==> config.mk <==
export PLATFORM = sky130hd
export DESIGN_NAME = timer_load_match_prescale
export DESIGN_NICKNAME = d
export VERILOG_FILES = /design/src/hdl/timer_pkg.sv /design/src/hdl/half_if.sv /design/src/hdl/timer_half.sv /design/src/hdl/timer_load_match_prescale.sv
export VERILOG_INCLUDE_DIRS = /design/src /design/src/hdl
export SDC_FILE = /design/constraint.sdc
export NUM_CORES = 2
export LEC_CHECK = 0
export ABC_AREA = 1
export ABC_CLOCK_PERIOD_IN_PS = 5400
export BUFFER_PORTS_ARGS = -buffer_cell sky130_fd_sc_hd__buf_2
export CAP_MARGIN = 25
export CORE_MARGIN = 2
export CORE_UTILIZATION = 40
export CTS_BUF_LIST = sky130_fd_sc_hd__clkbuf_4
export CTS_CLUSTER_DIAMETER = 80
export CTS_CLUSTER_SIZE = 10
export DETAILED_ROUTE_END_ITERATION = 16
export PLACE_DENSITY = 0.53
export RECOVER_POWER = 100
export SLEW_MARGIN = 10
export SYNTH_ARGS = -nofsm -noshare
export SYNTH_HDL_FRONTEND = slang
export SYNTH_SLANG_ARGS = --single-unit
==> constraint.sdc <==
create_clock -name MCLK -period 5.4 [get_ports MCLK]
set_input_delay 1.08 -clock MCLK [delete_from_list [all_inputs] [get_ports MCLK]]
set_output_delay 1.08 -clock MCLK [all_outputs]
set_load 0.05 [all_outputs]
==> src/hdl/timer_consts.svh <==
// Register offsets, field positions, reset values of the timer pair
`ifndef TIMER_CONSTS_SVH
`define TIMER_CONSTS_SVH

// ------------------------------------------------------------------
// Register word offsets (byte addresses)
// ------------------------------------------------------------------
`define OFS_CFG        8'h00
`define OFS_CTL        8'h04
`define OFS_LOAD_A     8'h08
`define OFS_LOAD_B     8'h0C
`define OFS_LOAD_BOTH  8'h10
`define OFS_MATCH_A    8'h14
`define OFS_MATCH_B    8'h18
`define OFS_MATCH_BOTH 8'h1C
`define OFS_PRE_A      8'h20
`define OFS_PRE_B      8'h24
`define OFS_PRE_BOTH   8'h28
`define OFS_PMR_A      8'h2C
`define OFS_PMR_B      8'h30
`define OFS_PMR_BOTH   8'h34
`define OFS_VAL_A      8'h38
`define OFS_VAL_B      8'h3C
`define OFS_IMASK      8'h40
`define OFS_RIS        8'h44
`define OFS_MIS        8'h48
`define OFS_ICLR       8'h4C
`define OFS_STATUS_SEL 8'h50

// ------------------------------------------------------------------
// Interrupt bit positions
// ------------------------------------------------------------------
`define IRQ_A_TIMEOUT   0
`define IRQ_A_CAP_MATCH 1
`define IRQ_A_CAP_EVENT 2
`define IRQ_RTC_MATCH   3
`define IRQ_B_TIMEOUT   8
`define IRQ_B_CAP_MATCH 9
`define IRQ_B_CAP_EVENT 10
`define IRQ_WIDTH       11

// ------------------------------------------------------------------
// Config and control fields
// ------------------------------------------------------------------
`define CFG_JOIN_BIT    0
`define CFG_MODE_A_LSB  4
`define CFG_MODE_B_LSB  8
`define CFG_MODE_W      3
`define CTL_EN_A_BIT    0
`define CTL_EN_B_BIT    1
`define CTL_MIE_A_BIT   2
`define CTL_MIE_B_BIT   3
`define RESET_VALUE     32'h0000_0000

`endif

==> src/hdl/timer_pkg.sv <==
// Types shared by the timer pair
package timer_pkg;
    typedef enum logic [2:0] {
        MODE_ONE_SHOT,
        MODE_PERIODIC,
        MODE_ONE_SHOT_UP,
        MODE_PERIODIC_UP,
        MODE_CAP_COUNT,
        MODE_CAP_COUNT_UP,
        MODE_CAP_TIME,
        MODE_PWM
    } mode_t;
endpackage : timer_pkg

==> src/hdl/half_if.sv <==
// Control and event bundle between the top and one timer half
`timescale 1ns/1ps
interface half_if #(parameter int HW = 32, parameter int PW = 16);
    logic                   en;
    logic                   mie;
    timer_pkg::mode_t       mode;
    logic [HW-1:0]          load;
    logic [HW-1:0]          match;
    logic [PW-1:0]          pre;
    logic [PW-1:0]          pmr;
    logic                   load_now;
    logic                   cap_edge;
    logic [HW+PW-1:0]       value;
    logic                   timeout;
    logic                   cap_match;
    logic                   cap_event;
    logic                   pwm;
    modport top  (output en, mie, mode, load, match, pre, pmr, load_now, cap_edge,
                  input value, timeout, cap_match, cap_event, pwm);
    modport half (input en, mie, mode, load, match, pre, pmr, load_now, cap_edge,
                  output value, timeout, cap_match, cap_event, pwm);
endinterface : half_if

==> src/hdl/timer_half.sv <==
// One half-width timer with prescale extension
`timescale 1ns/1ps
module timer_half #(
    parameter int HW = 32,
    parameter int PW = 16
) (
    input  wire logic MCLK,
    input  wire logic RST_N,
    input  wire logic CE,
    half_if.half      h
);
    localparam int EW = HW + PW;

    logic [EW-1:0] cnt_q;
    logic [EW-1:0] cnt_d;
    logic [EW-1:0] top_val;
    logic [EW-1:0] cmp_val;
    logic          down;
    logic          presc_low;
    logic          capm;
    logic          at_end;
    logic          tick;

    // ------------------------------------------------------------------
    // Extended count layout
    // ------------------------------------------------------------------
    assign down      = (h.mode == timer_pkg::MODE_ONE_SHOT) ||
                       (h.mode == timer_pkg::MODE_PERIODIC) ||
                       (h.mode == timer_pkg::MODE_CAP_COUNT) ||
                       (h.mode == timer_pkg::MODE_CAP_TIME) ||
                       (h.mode == timer_pkg::MODE_PWM);
    assign presc_low = (h.mode == timer_pkg::MODE_ONE_SHOT) ||
                       (h.mode == timer_pkg::MODE_PERIODIC);
    assign top_val   = presc_low ? {h.load, h.pre} : {h.pre, h.load};
    assign cmp_val   = presc_low ? {h.match, h.pmr} : {h.pmr, h.match};
    assign capm      = (h.mode == timer_pkg::MODE_CAP_COUNT) ||
                       (h.mode == timer_pkg::MODE_CAP_COUNT_UP);
    assign tick      = capm ? h.cap_edge : 1'b1;
    assign at_end    = down ? (cnt_q == '0) : (cnt_q == top_val);
    assign cnt_d     = h.load_now ? (down ? top_val : '0) :
                       at_end     ? (down ? top_val : '0) :
                       down       ? cnt_q - EW'(1) : cnt_q + EW'(1);

    always_ff @(posedge MCLK) begin
        if (!RST_N) begin
            cnt_q <= '0;
        end else if (CE && (h.load_now || (h.en && tick))) begin
            cnt_q <= cnt_d;
        end
    end

    // ------------------------------------------------------------------
    // Events and output
    // ------------------------------------------------------------------
    logic os_done_q;
    always_ff @(posedge MCLK) begin
        if (!RST_N) begin
            os_done_q <= 1'b0;
        end else if (CE) begin
            if (h.load_now) begin
                os_done_q <= 1'b0;
            end else if (h.en && at_end && (h.mode == timer_pkg::MODE_ONE_SHOT ||
                         h.mode == timer_pkg::MODE_ONE_SHOT_UP)) begin
                os_done_q <= 1'b1;
            end
        end
    end

    assign h.value     = cnt_q;
    assign h.timeout   = CE && h.en && !os_done_q && !capm &&
                         (h.mode != timer_pkg::MODE_CAP_TIME) && at_end;
    assign h.cap_match = CE && h.en && ((capm && tick && cnt_q == cmp_val) ||
                         (h.mie && !capm && cnt_q == cmp_val && !os_done_q));
    assign h.cap_event = CE && h.en && h.cap_edge &&
                         (h.mode == timer_pkg::MODE_CAP_TIME ||
                          h.mode == timer_pkg::MODE_PWM);
    assign h.pwm       = (h.mode == timer_pkg::MODE_PWM) && h.en &&
                         (cnt_q > cmp_val);
endmodule : timer_half

==> src/hdl/timer_load_match_prescale.sv <==
// Timer pair: load, match, prescale and interrupt status registers
`timescale 1ns/1ps
`include "timer_consts.svh"
// Behaviour
// - Load write while running reloads the live counter immediately.
// - Joined mode takes a full-width load and applies it immediately.
// - Load value reads back separately from the live count.
// - Prescaler only extends count in half-width mode; ignored when joined.
// - Prescaler is low part counting down periodic/one-shot, else high part.
// - Prescale-match joins match to extend match range in half-width modes.
// - Prescale fields hold 0-255 narrow, 0-65535 wide.
// - Edge-count capture raises capture-match when count equals match.
// - PWM output changes level at the match point each period.
// - Optional match interrupt in periodic and one-shot modes.
// - Raw status shows all pending; masked shows only enabled ones.
// - Raw, masked and enable words share bit positions.
// - Narrow type word-wide in all modes; wide type word-wide in half mode.
// - Sources: capture event, capture match, timeout per half, plus clock match.
// - Only enabled sources drive the interrupt output.
// - Clear write deasserts exactly the selected pending sources.
module timer_load_match_prescale #(
    parameter int HW   = 32,
    parameter int PW   = 16,
    parameter bit WIDE = 1'b1
) (
    input  wire logic        MCLK,
    input  wire logic        RST_N,
    input  wire logic        CE,
    input  wire logic [7:0]  ADDR,
    input  wire logic [31:0] WDATA,
    input  wire logic        WR,
    input  wire logic        RD,
    input  wire logic        CAP_A,
    input  wire logic        CAP_B,
    input  wire logic        RTC_MATCH,
    output logic      [31:0] RDATA,
    output logic             IRQ,
    output logic             PWM_A,
    output logic             PWM_B
);
    localparam int EW  = HW + PW;
    localparam int IW  = `IRQ_WIDTH;
    localparam int PEW = WIDE ? 16 : 8;

    half_if #(.HW(HW), .PW(PW)) ha ();
    half_if #(.HW(HW), .PW(PW)) hb ();

    // ------------------------------------------------------------------
    // Pin synchronisers
    // ------------------------------------------------------------------
    logic [2:0] s1_q;
    logic [2:0] s2_q;
    logic [2:0] s3_q;
    always_ff @(posedge MCLK) begin
        if (!RST_N) begin
            s1_q <= '0;
            s2_q <= '0;
            s3_q <= '0;
        end else if (CE) begin
            s1_q <= {RTC_MATCH, CAP_B, CAP_A};
            s2_q <= s1_q;
            s3_q <= s2_q;
        end
    end
    wire [2:0] rise = s2_q & ~s3_q;

    // ------------------------------------------------------------------
    // Register file
    // ------------------------------------------------------------------
    logic          join_q;
    logic [2:0]    mode_a_q, mode_b_q;
    logic [3:0]    ctl_q;
    logic [HW-1:0] load_a_q, load_b_q, match_a_q, match_b_q;
    logic [PW-1:0] pre_a_q, pre_b_q, pmr_a_q, pmr_b_q;
    logic [IW-1:0] imask_q, ris_q, ris_d, iset;
    logic          sel_q;

    wire w_cfg   = WR && ADDR == `OFS_CFG;
    wire w_ctl   = WR && ADDR == `OFS_CTL;
    wire w_ld_a  = WR && (ADDR == `OFS_LOAD_A || ADDR == `OFS_LOAD_BOTH);
    wire w_ld_b  = WR && (ADDR == `OFS_LOAD_B || ADDR == `OFS_LOAD_BOTH);
    wire w_ld_hi = WR && join_q && ADDR == `OFS_LOAD_B;
    wire w_mt_a  = WR && (ADDR == `OFS_MATCH_A || ADDR == `OFS_MATCH_BOTH);
    wire w_mt_b  = WR && (ADDR == `OFS_MATCH_B || ADDR == `OFS_MATCH_BOTH);
    wire w_pr_a  = WR && (ADDR == `OFS_PRE_A || ADDR == `OFS_PRE_BOTH);
    wire w_pr_b  = WR && (ADDR == `OFS_PRE_B || ADDR == `OFS_PRE_BOTH);
    wire w_pm_a  = WR && (ADDR == `OFS_PMR_A || ADDR == `OFS_PMR_BOTH);
    wire w_pm_b  = WR && (ADDR == `OFS_PMR_B || ADDR == `OFS_PMR_BOTH);
    wire w_imask = WR && ADDR == `OFS_IMASK;
    wire w_iclr  = WR && ADDR == `OFS_ICLR;
    wire w_sel   = WR && ADDR == `OFS_STATUS_SEL;
    wire [PW-1:0] pre_wd = PW'(WDATA[PEW-1:0]);

    always_ff @(posedge MCLK) begin
        if (!RST_N) begin
            join_q    <= 1'b0;
            mode_a_q  <= '0;
            mode_b_q  <= '0;
            ctl_q     <= '0;
            load_a_q  <= '0;
            load_b_q  <= '0;
            match_a_q <= '0;
            match_b_q <= '0;
            pre_a_q   <= '0;
            pre_b_q   <= '0;
            pmr_a_q   <= '0;
            pmr_b_q   <= '0;
            imask_q   <= '0;
            sel_q     <= 1'b0;
        end else if (CE) begin
            if (w_cfg) begin
                join_q   <= WDATA[`CFG_JOIN_BIT];
                mode_a_q <= WDATA[`CFG_MODE_A_LSB +: `CFG_MODE_W];
                mode_b_q <= WDATA[`CFG_MODE_B_LSB +: `CFG_MODE_W];
            end
            if (w_ctl)   ctl_q     <= WDATA[3:0];
            if (w_ld_a)  load_a_q  <= HW'(WDATA);
            if (w_ld_b)  load_b_q  <= HW'(WDATA);
            if (w_mt_a)  match_a_q <= HW'(WDATA);
            if (w_mt_b)  match_b_q <= HW'(WDATA);
            if (w_pr_a)  pre_a_q   <= pre_wd;
            if (w_pr_b)  pre_b_q   <= pre_wd;
            if (w_pm_a)  pmr_a_q   <= pre_wd;
            if (w_pm_b)  pmr_b_q   <= pre_wd;
            if (w_imask) imask_q   <= WDATA[IW-1:0];
            if (w_sel)   sel_q     <= WDATA[0];
        end
    end

    // ------------------------------------------------------------------
    // Halves; joined mode chains both loads into one wide counter
    // ------------------------------------------------------------------
    assign ha.en       = ctl_q[`CTL_EN_A_BIT];
    assign ha.mie      = ctl_q[`CTL_MIE_A_BIT];
    assign ha.mode     = timer_pkg::mode_t'(mode_a_q);
    // Joined count is {second word, first word}; a load write counts at once
    wire          lo_a     = ha.mode == timer_pkg::MODE_ONE_SHOT ||
                             ha.mode == timer_pkg::MODE_PERIODIC;
    wire [HW-1:0] load_a_d = w_ld_a ? HW'(WDATA) : load_a_q;
    wire [HW-1:0] load_b_d = w_ld_b ? HW'(WDATA) : load_b_q;
    wire [EW-1:0] jload    = {PW'(load_b_d), load_a_d};
    wire [EW-1:0] jmatch   = {PW'(match_b_q), match_a_q};
    assign ha.load     = (join_q && lo_a) ? jload[EW-1:PW] : load_a_d;
    assign ha.match    = (join_q && lo_a) ? jmatch[EW-1:PW] : match_a_q;
    assign ha.pre      = !join_q ? pre_a_q : lo_a ? jload[PW-1:0] : PW'(load_b_d);
    assign ha.pmr      = !join_q ? pmr_a_q : lo_a ? jmatch[PW-1:0] : PW'(match_b_q);
    assign ha.load_now = CE && ha.en && (w_ld_a || w_ld_hi);
    assign ha.cap_edge = rise[0];

    assign hb.en       = ctl_q[`CTL_EN_B_BIT] && !join_q;
    assign hb.mie      = ctl_q[`CTL_MIE_B_BIT];
    assign hb.mode     = timer_pkg::mode_t'(mode_b_q);
    assign hb.load     = load_b_d;
    assign hb.match    = match_b_q;
    assign hb.pre      = pre_b_q;
    assign hb.pmr      = pmr_b_q;
    assign hb.load_now = CE && hb.en && w_ld_b;
    assign hb.cap_edge = rise[1];

    timer_half #(.HW(HW), .PW(PW)) u_a (.MCLK(MCLK), .RST_N(RST_N), .CE(CE), .h(ha));
    timer_half #(.HW(HW), .PW(PW)) u_b (.MCLK(MCLK), .RST_N(RST_N), .CE(CE), .h(hb));

    // ------------------------------------------------------------------
    // Interrupt status
    // ------------------------------------------------------------------
    always_comb begin
        iset                   = '0;
        iset[`IRQ_A_TIMEOUT]   = ha.timeout;
        iset[`IRQ_A_CAP_MATCH] = ha.cap_match;
        iset[`IRQ_A_CAP_EVENT] = ha.cap_event;
        iset[`IRQ_RTC_MATCH]   = rise[2];
        iset[`IRQ_B_TIMEOUT]   = hb.timeout;
        iset[`IRQ_B_CAP_MATCH] = hb.cap_match;
        iset[`IRQ_B_CAP_EVENT] = hb.cap_event;
    end
    // Set wins over a clear in the same cycle
    assign ris_d = (ris_q & ~(w_iclr ? WDATA[IW-1:0] : '0)) | iset;

    wire [IW-1:0] mis = ris_q & imask_q;
    wire [IW-1:0] imask_d = w_imask ? WDATA[IW-1:0] : imask_q;

    always_ff @(posedge MCLK) begin
        if (!RST_N) begin
            ris_q <= '0;
            IRQ   <= 1'b0;
            PWM_A <= 1'b0;
            PWM_B <= 1'b0;
        end else if (CE) begin
            ris_q <= ris_d;
            IRQ   <= |(ris_d & imask_d);
            PWM_A <= ha.pwm;
            PWM_B <= hb.pwm;
        end
    end

    // ------------------------------------------------------------------
    // Read path
    // ------------------------------------------------------------------
    wire [EW-1:0] va = ha.value;
    wire [31:0]   val_a  = join_q ? 32'(va[HW-1:0]) : 32'(va[EW-1:PW]);
    wire [31:0]   val_b  = join_q ? 32'(va[EW-1:HW]) : 32'(hb.value[EW-1:PW]);
    wire [31:0]   cfg_rd = {21'h0, mode_b_q, 1'b0, mode_a_q, 3'h0, join_q};
    wire [31:0]   st_rd  = 32'(sel_q ? mis : ris_q);
    logic [31:0]  rd_mux;
    always_comb begin
        case (ADDR)
            `OFS_CFG:        rd_mux = cfg_rd;
            `OFS_CTL:        rd_mux = 32'(ctl_q);
            `OFS_LOAD_A:     rd_mux = 32'(load_a_q);
            `OFS_LOAD_B:     rd_mux = 32'(load_b_q);
            `OFS_MATCH_A:    rd_mux = 32'(match_a_q);
            `OFS_MATCH_B:    rd_mux = 32'(match_b_q);
            `OFS_PRE_A:      rd_mux = 32'(pre_a_q);
            `OFS_PRE_B:      rd_mux = 32'(pre_b_q);
            `OFS_PMR_A:      rd_mux = 32'(pmr_a_q);
            `OFS_PMR_B:      rd_mux = 32'(pmr_b_q);
            `OFS_VAL_A:      rd_mux = val_a;
            `OFS_VAL_B:      rd_mux = val_b;
            `OFS_IMASK:      rd_mux = 32'(imask_q);
            `OFS_RIS:        rd_mux = 32'(ris_q);
            `OFS_MIS:        rd_mux = 32'(mis);
            `OFS_STATUS_SEL: rd_mux = st_rd;
            default:         rd_mux = `RESET_VALUE;
        endcase
    end

    always_ff @(posedge MCLK) begin
        if (!RST_N) begin
            RDATA <= '0;
        end else if (CE && RD) begin
            RDATA <= rd_mux;
        end
    end
endmodule : timer_load_match_prescale

Word-level counts from Yosys, hierarchy flattened:

Index checks and enable logic that the tools add are counted.

* muxes and demuxes: 34
* eq/ne operators: 38
* reductions and logical operators: 109
* shifts and indexed selects: 0
* $add $sub $neg: 4
* multipliers: 0
* divide/modulo/power cells: 0
* order comparisons: 2
* bitwise operators: 7

Operators by type and width (number)
* two-way mux 48 bit: 12
* case mux 32 bit (16 select lines): 1
* equality test 48 bit: 4
* two-way mux 32 bit: 6
* adder 48 x 1 -> 48 bit, second input constant: 2
* > comparator 48 bit: 2
* logical NOT 48 bit: 2
* subtractor 48 x 1 -> 48 bit, second input constant: 2
* equality test 8 x 6 -> 1 bit, second input constant: 8
* two-way mux 16 bit: 4
* logical AND 1 bit: 58
* equality test 8 x 7 -> 1 bit, second input constant: 5
* AND 11 bit: 3
* two-way mux 11 bit: 3
* equality test 8 x 5 -> 1 bit, second input constant: 4
* logical OR 1 bit: 27
* equality test 3 bit, second input constant: 8
* AND reduction 2 bit: 11
* equality test 8 x 4 -> 1 bit, second input constant: 2
* inverter 11 bit: 1
* bitwise OR 11 bit: 1
* OR reduction 11 bit: 1
* equality test 8 x 3 -> 1 bit, second input constant: 1
* logical NOT 8 bit: 1
* 9 further kinds: 25

* latch bits: 0
* register bits after elaboration: 368
* bits in read-only memories: 0
* memories: 0
* memory bits (writable): 0
* output and inout bits: 35
* logic and storage cells: 220

Logic depth before layout (Yosys ltp):

* word-level depth: 13
* gate-level depth with buffers: 26
* mapped depth without buffers: 24

Hierarchy:

Synthesis repeated with hierarchy kept, for this count alone.

* cell total of the unflattened synthesis: 5915
* area, all modules: 34229.1 um^2

By module, submodules not included
* timer_load_match_prescale: sequential area each 5405.2 um^2, cells each 2355, instances 1, area each 14801.7 um^2
* timer_half (u_a): sequential area each 980.9 um^2, cells each 1787, instances 1, area each 9763.1 um^2
* timer_half (u_b): sequential area each 980.9 um^2, cells each 1773, instances 1, area each 9664.3 um^2

Least setup slack after synthesis:

Ideal clock, no wire load.

* path type: register to register
* from: register mode_b_q[2] (netlist: hb.mode[2])
* to: register u_b.cnt_q[30] (netlist: u_b.h.value[30])
* slack: 0.630 ns
* arrival time: 4.700 ns
* path buffers: 2
* clock period less this slack: 4.770 ns
* stages on the path, launching flop included: 19
* path through: dfxtp_1 -> nor2_1 -> inv_2 -> clkbuf_1 -> nand2_1 -> clkbuf_1 -> ha_1 -> a21oi_1 -> nand2_1 -> a21boi_0 -> o21ai_0 -> a21oi_1 -> o21ai_0 -> a21boi_0 -> o21ai_0 -> a21oi_1 -> xnor2_1 -> nand2_1 -> a21oi_1

* cells in the longest elaborated chain, start to end: 8
* elaborated cells on any way between the ends: 22
* those cells by class: eq/ne: 6; mux: 7; reduce/logical: 9

Ends and longest elaborated chain
* start, declared: RTL line timer_load_match_prescale.sv:71 `logic [2:0] mode_a_q, mode_b_q;`
* start signal, assigned: RTL line timer_load_match_prescale.sv:114 `` mode_b_q <= WDATA[`CFG_MODE_B_LSB +: `CFG_MODE_W]; ``
* parallel branches: the longest is 8 deep, another holds two-way mux 48 bit
* end signal, assigned: RTL line timer_half.sv:48 `cnt_q <= cnt_d;`
* end, declared: RTL line timer_half.sv:14 `logic [EW-1:0] cnt_q;`

Several ways; the timed one is not identified.
A chain may end at the register's enable or synchronous reset.

Worst setup path in the final report:

* from: input port ADDR[5]
* to: register u_a.cnt_q[17] (netlist: u_a.h.value[17])

* cells in the longest elaborated chain, start to end: 11
* elaborated cells on any way between the ends: 23
* those cells by class: eq/ne: 4; mux: 10; reduce/logical: 9

Ends and longest elaborated chain
* start, declared: RTL line timer_load_match_prescale.sv:29 `input wire logic [7:0] ADDR,`
* equality test 8 x 4 -> 1 bit / equality test 8 x 5 -> 1 bit (equally long branches)
* logical OR 1 bit (no source line)
* logical AND 1 bit, on equally long branches: RTL line timer_load_match_prescale.sv:81, timer_load_match_prescale.sv:80
* two-way mux 32 bit
* two-way mux 16 bit (2 in series): RTL line timer_load_match_prescale.sv:145 `assign ha.pre = !join_q ? pre_a_q : lo_a ? jload[PW-1:0] : PW'(load_b_d);`
* two-way mux 48 bit: RTL line timer_half.sv:34 `assign top_val = presc_low ? {h.load, h.pre} : {h.pre, h.load};`
* equality test 48 bit: RTL line timer_half.sv:39 `assign at_end = down ? (cnt_q == '0) : (cnt_q == top_val);`
* two-way mux 1 bit: RTL line timer_half.sv:39
* two-way mux 48 bit: RTL line timer_half.sv:41 `at_end ? (down ? top_val : '0) :`
* two-way mux 48 bit: RTL line timer_half.sv:40 `assign cnt_d = h.load_now ? (down ? top_val : '0) :`
* end signal, assigned: RTL line timer_half.sv:48
* end, declared: RTL line timer_half.sv:14

Parallel ways exist; a longest one is shown, timed or not.

==> results_dict.tcl <==
set metrics [dict create \
    total_power_mw 5.145 \
    synth_xor_area_share_pct 2.615 \
    antenna_found_initial 12 \
    hp-start "CAP_B" \
    crit_chain "buf_2 -> inv_1 -> nand2_1 -> nor2_1 -> nand3_1 -> nand2_1 -> buf_4 -> nand2_1 -> nand3_1 -> nand3_1 -> xor2_1 -> nand3_1 -> nor2_1 -> nand3_2 -> nand3_2 -> inv_4 -> nand2_1 -> nand3_2 -> nand3_2 -> clkinv_1" \
    r2r-start "hb.mode[1]$_SDFFE_PN0P_" \
    nets 5106 \
    dpl_cell_area_um2 32010 \
    routed_wl_um 161000 \
    cts_hold_buf 0 \
    h-tree-depth 2 \
    fin_worst_skew_ns 0.1101 \
    muxShareOfSynthArea_pct 0.1971 \
    fin_crit_sh_pct 90.86 \
    clock_path_buffers 3 \
    post_cts_buffers 0 \
    route.met3.wl_um 16110 \
    initial_core_util_pct 40.26 \
    crit_buf_inv 5 \
    synth_edf_count 0 \
    avgRoutedWirePerCell_um 27.47 \
    vias 35620 \
    ioPinCount 83 \
    final-setup-viol-count 0 \
    ys_seq_area_share_pct 24.18 \
    min_path_type "in -> reg" \
    yosys_warnings 0 \
    synth_top_family_by_area "simple AND/OR/NAND/NOR gates" \
    hold_viol 0 \
    top_layer_used "met5" \
    synthAdderAreaFrac_pct 7.851 \
    final_antenna_net_count 0 \
    synth_compound_area_share_pct 26.53 \
    reg2reg_to "IRQ$_SDFFE_PN0P_" \
    syn2layout_area_growth_pct 6.339 \
    wl_met1_um 62730 \
    syn_inst 4865 \
    io_buffers 82 \
    netlist_area_um2 30470 \
    max_freq_mhz 203.8 \
    clock-sinks 368 \
    cts_tree "built" \
    track_usage_pct 40.17 \
    coreArea_um2 75700 \
    report.final.slew_viol_count 561 \
    vias_per_cell 6.076 \
    relSlewSlack_pct -160.7 \
    pre_cts_ws_ns 0.7039 \
    drtPass1Iterations 8 \
    finalInstanceArea_um2 32400 \
    critical_path.slowest_cell "nand2_1" \
    whs_endpoint "s1_q[1]$_SDFFE_PN0P_" \
    fin_tns_setup_ns 0 \
    grt_setup_unrepaired "false" \
    clock-root-buffer "clkbuf_4" \
    cts_resized 0 \
    path_class "in -> reg" \
    ys_ff_latch 368 \
    rows 101 \
    syn_nets 5103 \
    drt-initial-drc-count 4971 \
    grt_pass1_wl_um 230100 \
    r2r_setup_slack_ns 0.74 \
    drcViolationCount 0 \
    cp-end-kind "flop" \
    reg2reg_depth 16 \
    dp_hpwl_um 127100 \
    grt_pass1_vias 32770 \
    drive_gt1_share_pct 5.945 \
    die_w_um 280.0 \
    synth-simple-area-share_pct 27.69 \
    gp_congestion 1.067 \
    critPathMaxStageDelay_ns 0.82 \
    clkTransAtPathRegs_ns 0.12 \
    violations "capacitance limit, slew limit" \
    worstPathArrival_ns 5.65 \
    leakage_nw 15.93 \
    synthArstFlopShare_pct 0 \
    die_h_um 280.0 \
    vdd_drop_max_uv 99.63 \
    critPathTopFamily "simple AND/OR/NAND/NOR gates" \
    clock_latency_ns 0.95 \
    final_cell_mix "1,077 x nand2_1, 575 x inv_1, 521 x o21ai_0" \
    startpoint_type "input pin" \
    synth_cell_types 65 \
    grt-ovfl-total 0 \
    status "complete, but fails checks" \
    min_path_cells 3 \
    required_ns 6.15 \
    drv_cap 10 \
    wl_met2_um 67050 \
    grt_start_max_net_pins 128 \
    worstMarginPinSlew_ns 3.911 \
    cts_buffers 44 \
    period_needed_ns 4.907 \
    final_common_cell "nand2_1" \
    synth_ff_type "dfxtp_1" \
    syn_area_per_cell_um2 6.264 \
    fin_ws_ns 0.4934 \
    worstPathMaxFanout 28 \
    fp.dieArea_um2 78410 \
    p_per_area_nw_per_um2 158.8 \
]
Yosys cell counts (11+ instances only):
cell type     n  share of area (%)
inv_1       573                7.1
o21a_1       18               0.44
o311ai_0     15               0.43
o211ai_1     93                2.3
nor4_1       36               0.74
nand3b_1     24               0.59
xnor2_1      43                1.2
o22ai_1      45               0.92
clkbuf_1    166                2.0
a221oi_1     34               0.98
inv_2        13               0.16
nand2_2      21               0.43
a21oi_1     510                8.4
o21ai_0     521                8.6
nand4_1      45               0.92
buf_2        13               0.21
xor2_1       48                1.4
o221ai_1     27               0.78
buf_6        12               0.44
nand3_2      20               0.66
nor3_1       21               0.34
ha_1        188                7.7
nand2_1    1078                 13
nor2_1      306                3.8
a31oi_1      77                1.6
clkinv_1     11               0.14
o21bai_1     12               0.30
o2111ai_1    12               0.34
buf_1        28               0.34
nand3_1     369                6.1
dfxtp_1     368                 24
state kept, by name, indices dropped and copies added, names as in the netlist, 4 cells and up:
| signal | count |
|---|---|
| load_b_q | 32 |
| hb.pmr | 16 |
| hb.match | 32 |
| match_a_q | 32 |
| u_b.h.value | 48 |
| hb.pre | 16 |
| pre_a_q | 16 |
| RDATA | 32 |
| load_a_q | 32 |
| imask_q | 11 |
| ctl_q | 4 |
| u_a.h.value | 48 |
| ris_q | 11 |
| pmr_a_q | 16 |
tightest hold or removal path, cell delays in order:
cell and delay (ns):
buf_2 0.08, nor2_1 0.04, nor2_1 0.08
report_power, final:
| part | switching [mW] | total (mW) | internal, mW |
|---|---|---|---|
| registers | 0.0417 | 2.80 | 2.76 |
| logic | 0.521 | 0.707 | 0.186 |
| clock network | 1.13 | 1.64 | 0.505 |
| total | 1.69 | 5.15 | 3.45 |
worst max-delay path by stage:
| stage | start | endpoint | slack [ns] | depth (start not counted) |
|---|---|---|---|---|
| 2_1_floorplan | hb.mode[2]$_SDFFE_PN0P_ | u_b.h.value[30]$_SDFFE_PN0P_ | 0.63 | 18 |
| 3_3_place_gp | ADDR[5] | u_a.h.value[1]$_SDFFE_PN0P_ | 0.73 | 20 |
| 3_5_place_dp | ADDR[5] | u_a.h.value[17]$_SDFFE_PN0P_ | 0.70 | 20 |
| 4_1_cts | ha.mode[1]$_SDFFE_PN0P_ | IRQ$_SDFFE_PN0P_ | 0.88 | 21 |
| 5_1_grt | ADDR[5] | u_a.h.value[17]$_SDFFE_PN0P_ | 0.32 | 20 |
| 6_report | ADDR[5] | u_a.h.value[17]$_SDFFE_PN0P_ | 0.49 | 20 |
layer usage:
| metal | up-vias | GRT usage, % |
|---|---|---|
| li1 | 16620 | - |
| met1 | 16410 | 50.67 |
| met2 | 2070 | 60.19 |
| met3 | 511 | 8.577 |
| met4 | 4 | 29.73 |
| met5 | - | 0 |
cell families (layout without fill, tap and decap cells):
kind of cell               after synthesis  in the layout
and+or+nand+nor                       1954           1954
AOI/OAI and AO/OA                     1422           1422
buffers and inverters                  834            847
DFF                                    368            368
adders and majority gates              190            190
xor gates and xnor gates                91             91
muxes                                    6              6
other                                    0              7
final cells by class:
cell class / instances / area [um^2]
diodes: 7 / 17.52
clock buffers: 47 / 352.8
clock inverters: 9 / 97.59
fillers: 8465 / 43290
inverters: 598 / 2248
multi-input cells: 3663 / 19830
flip-flops and latches: 368 / 7371
well taps: 978 / 1224
repair buffers: 193 / 1265
metrics by stage:
stage | util [%] | instances | hold WS (ns)
floorplan | - | 4865 | 0.4455
global placement | 42.27 | 5795 | 0.4513
detailed placement | 42.29 | 5797 | 0.4541
CTS | 42.88 | 5853 | 0.3785
global route | 42.79 | 5858 | 0.3953
finish | 42.81 | 5863 | 0.3835
Power figures use the tool's default switching activity.
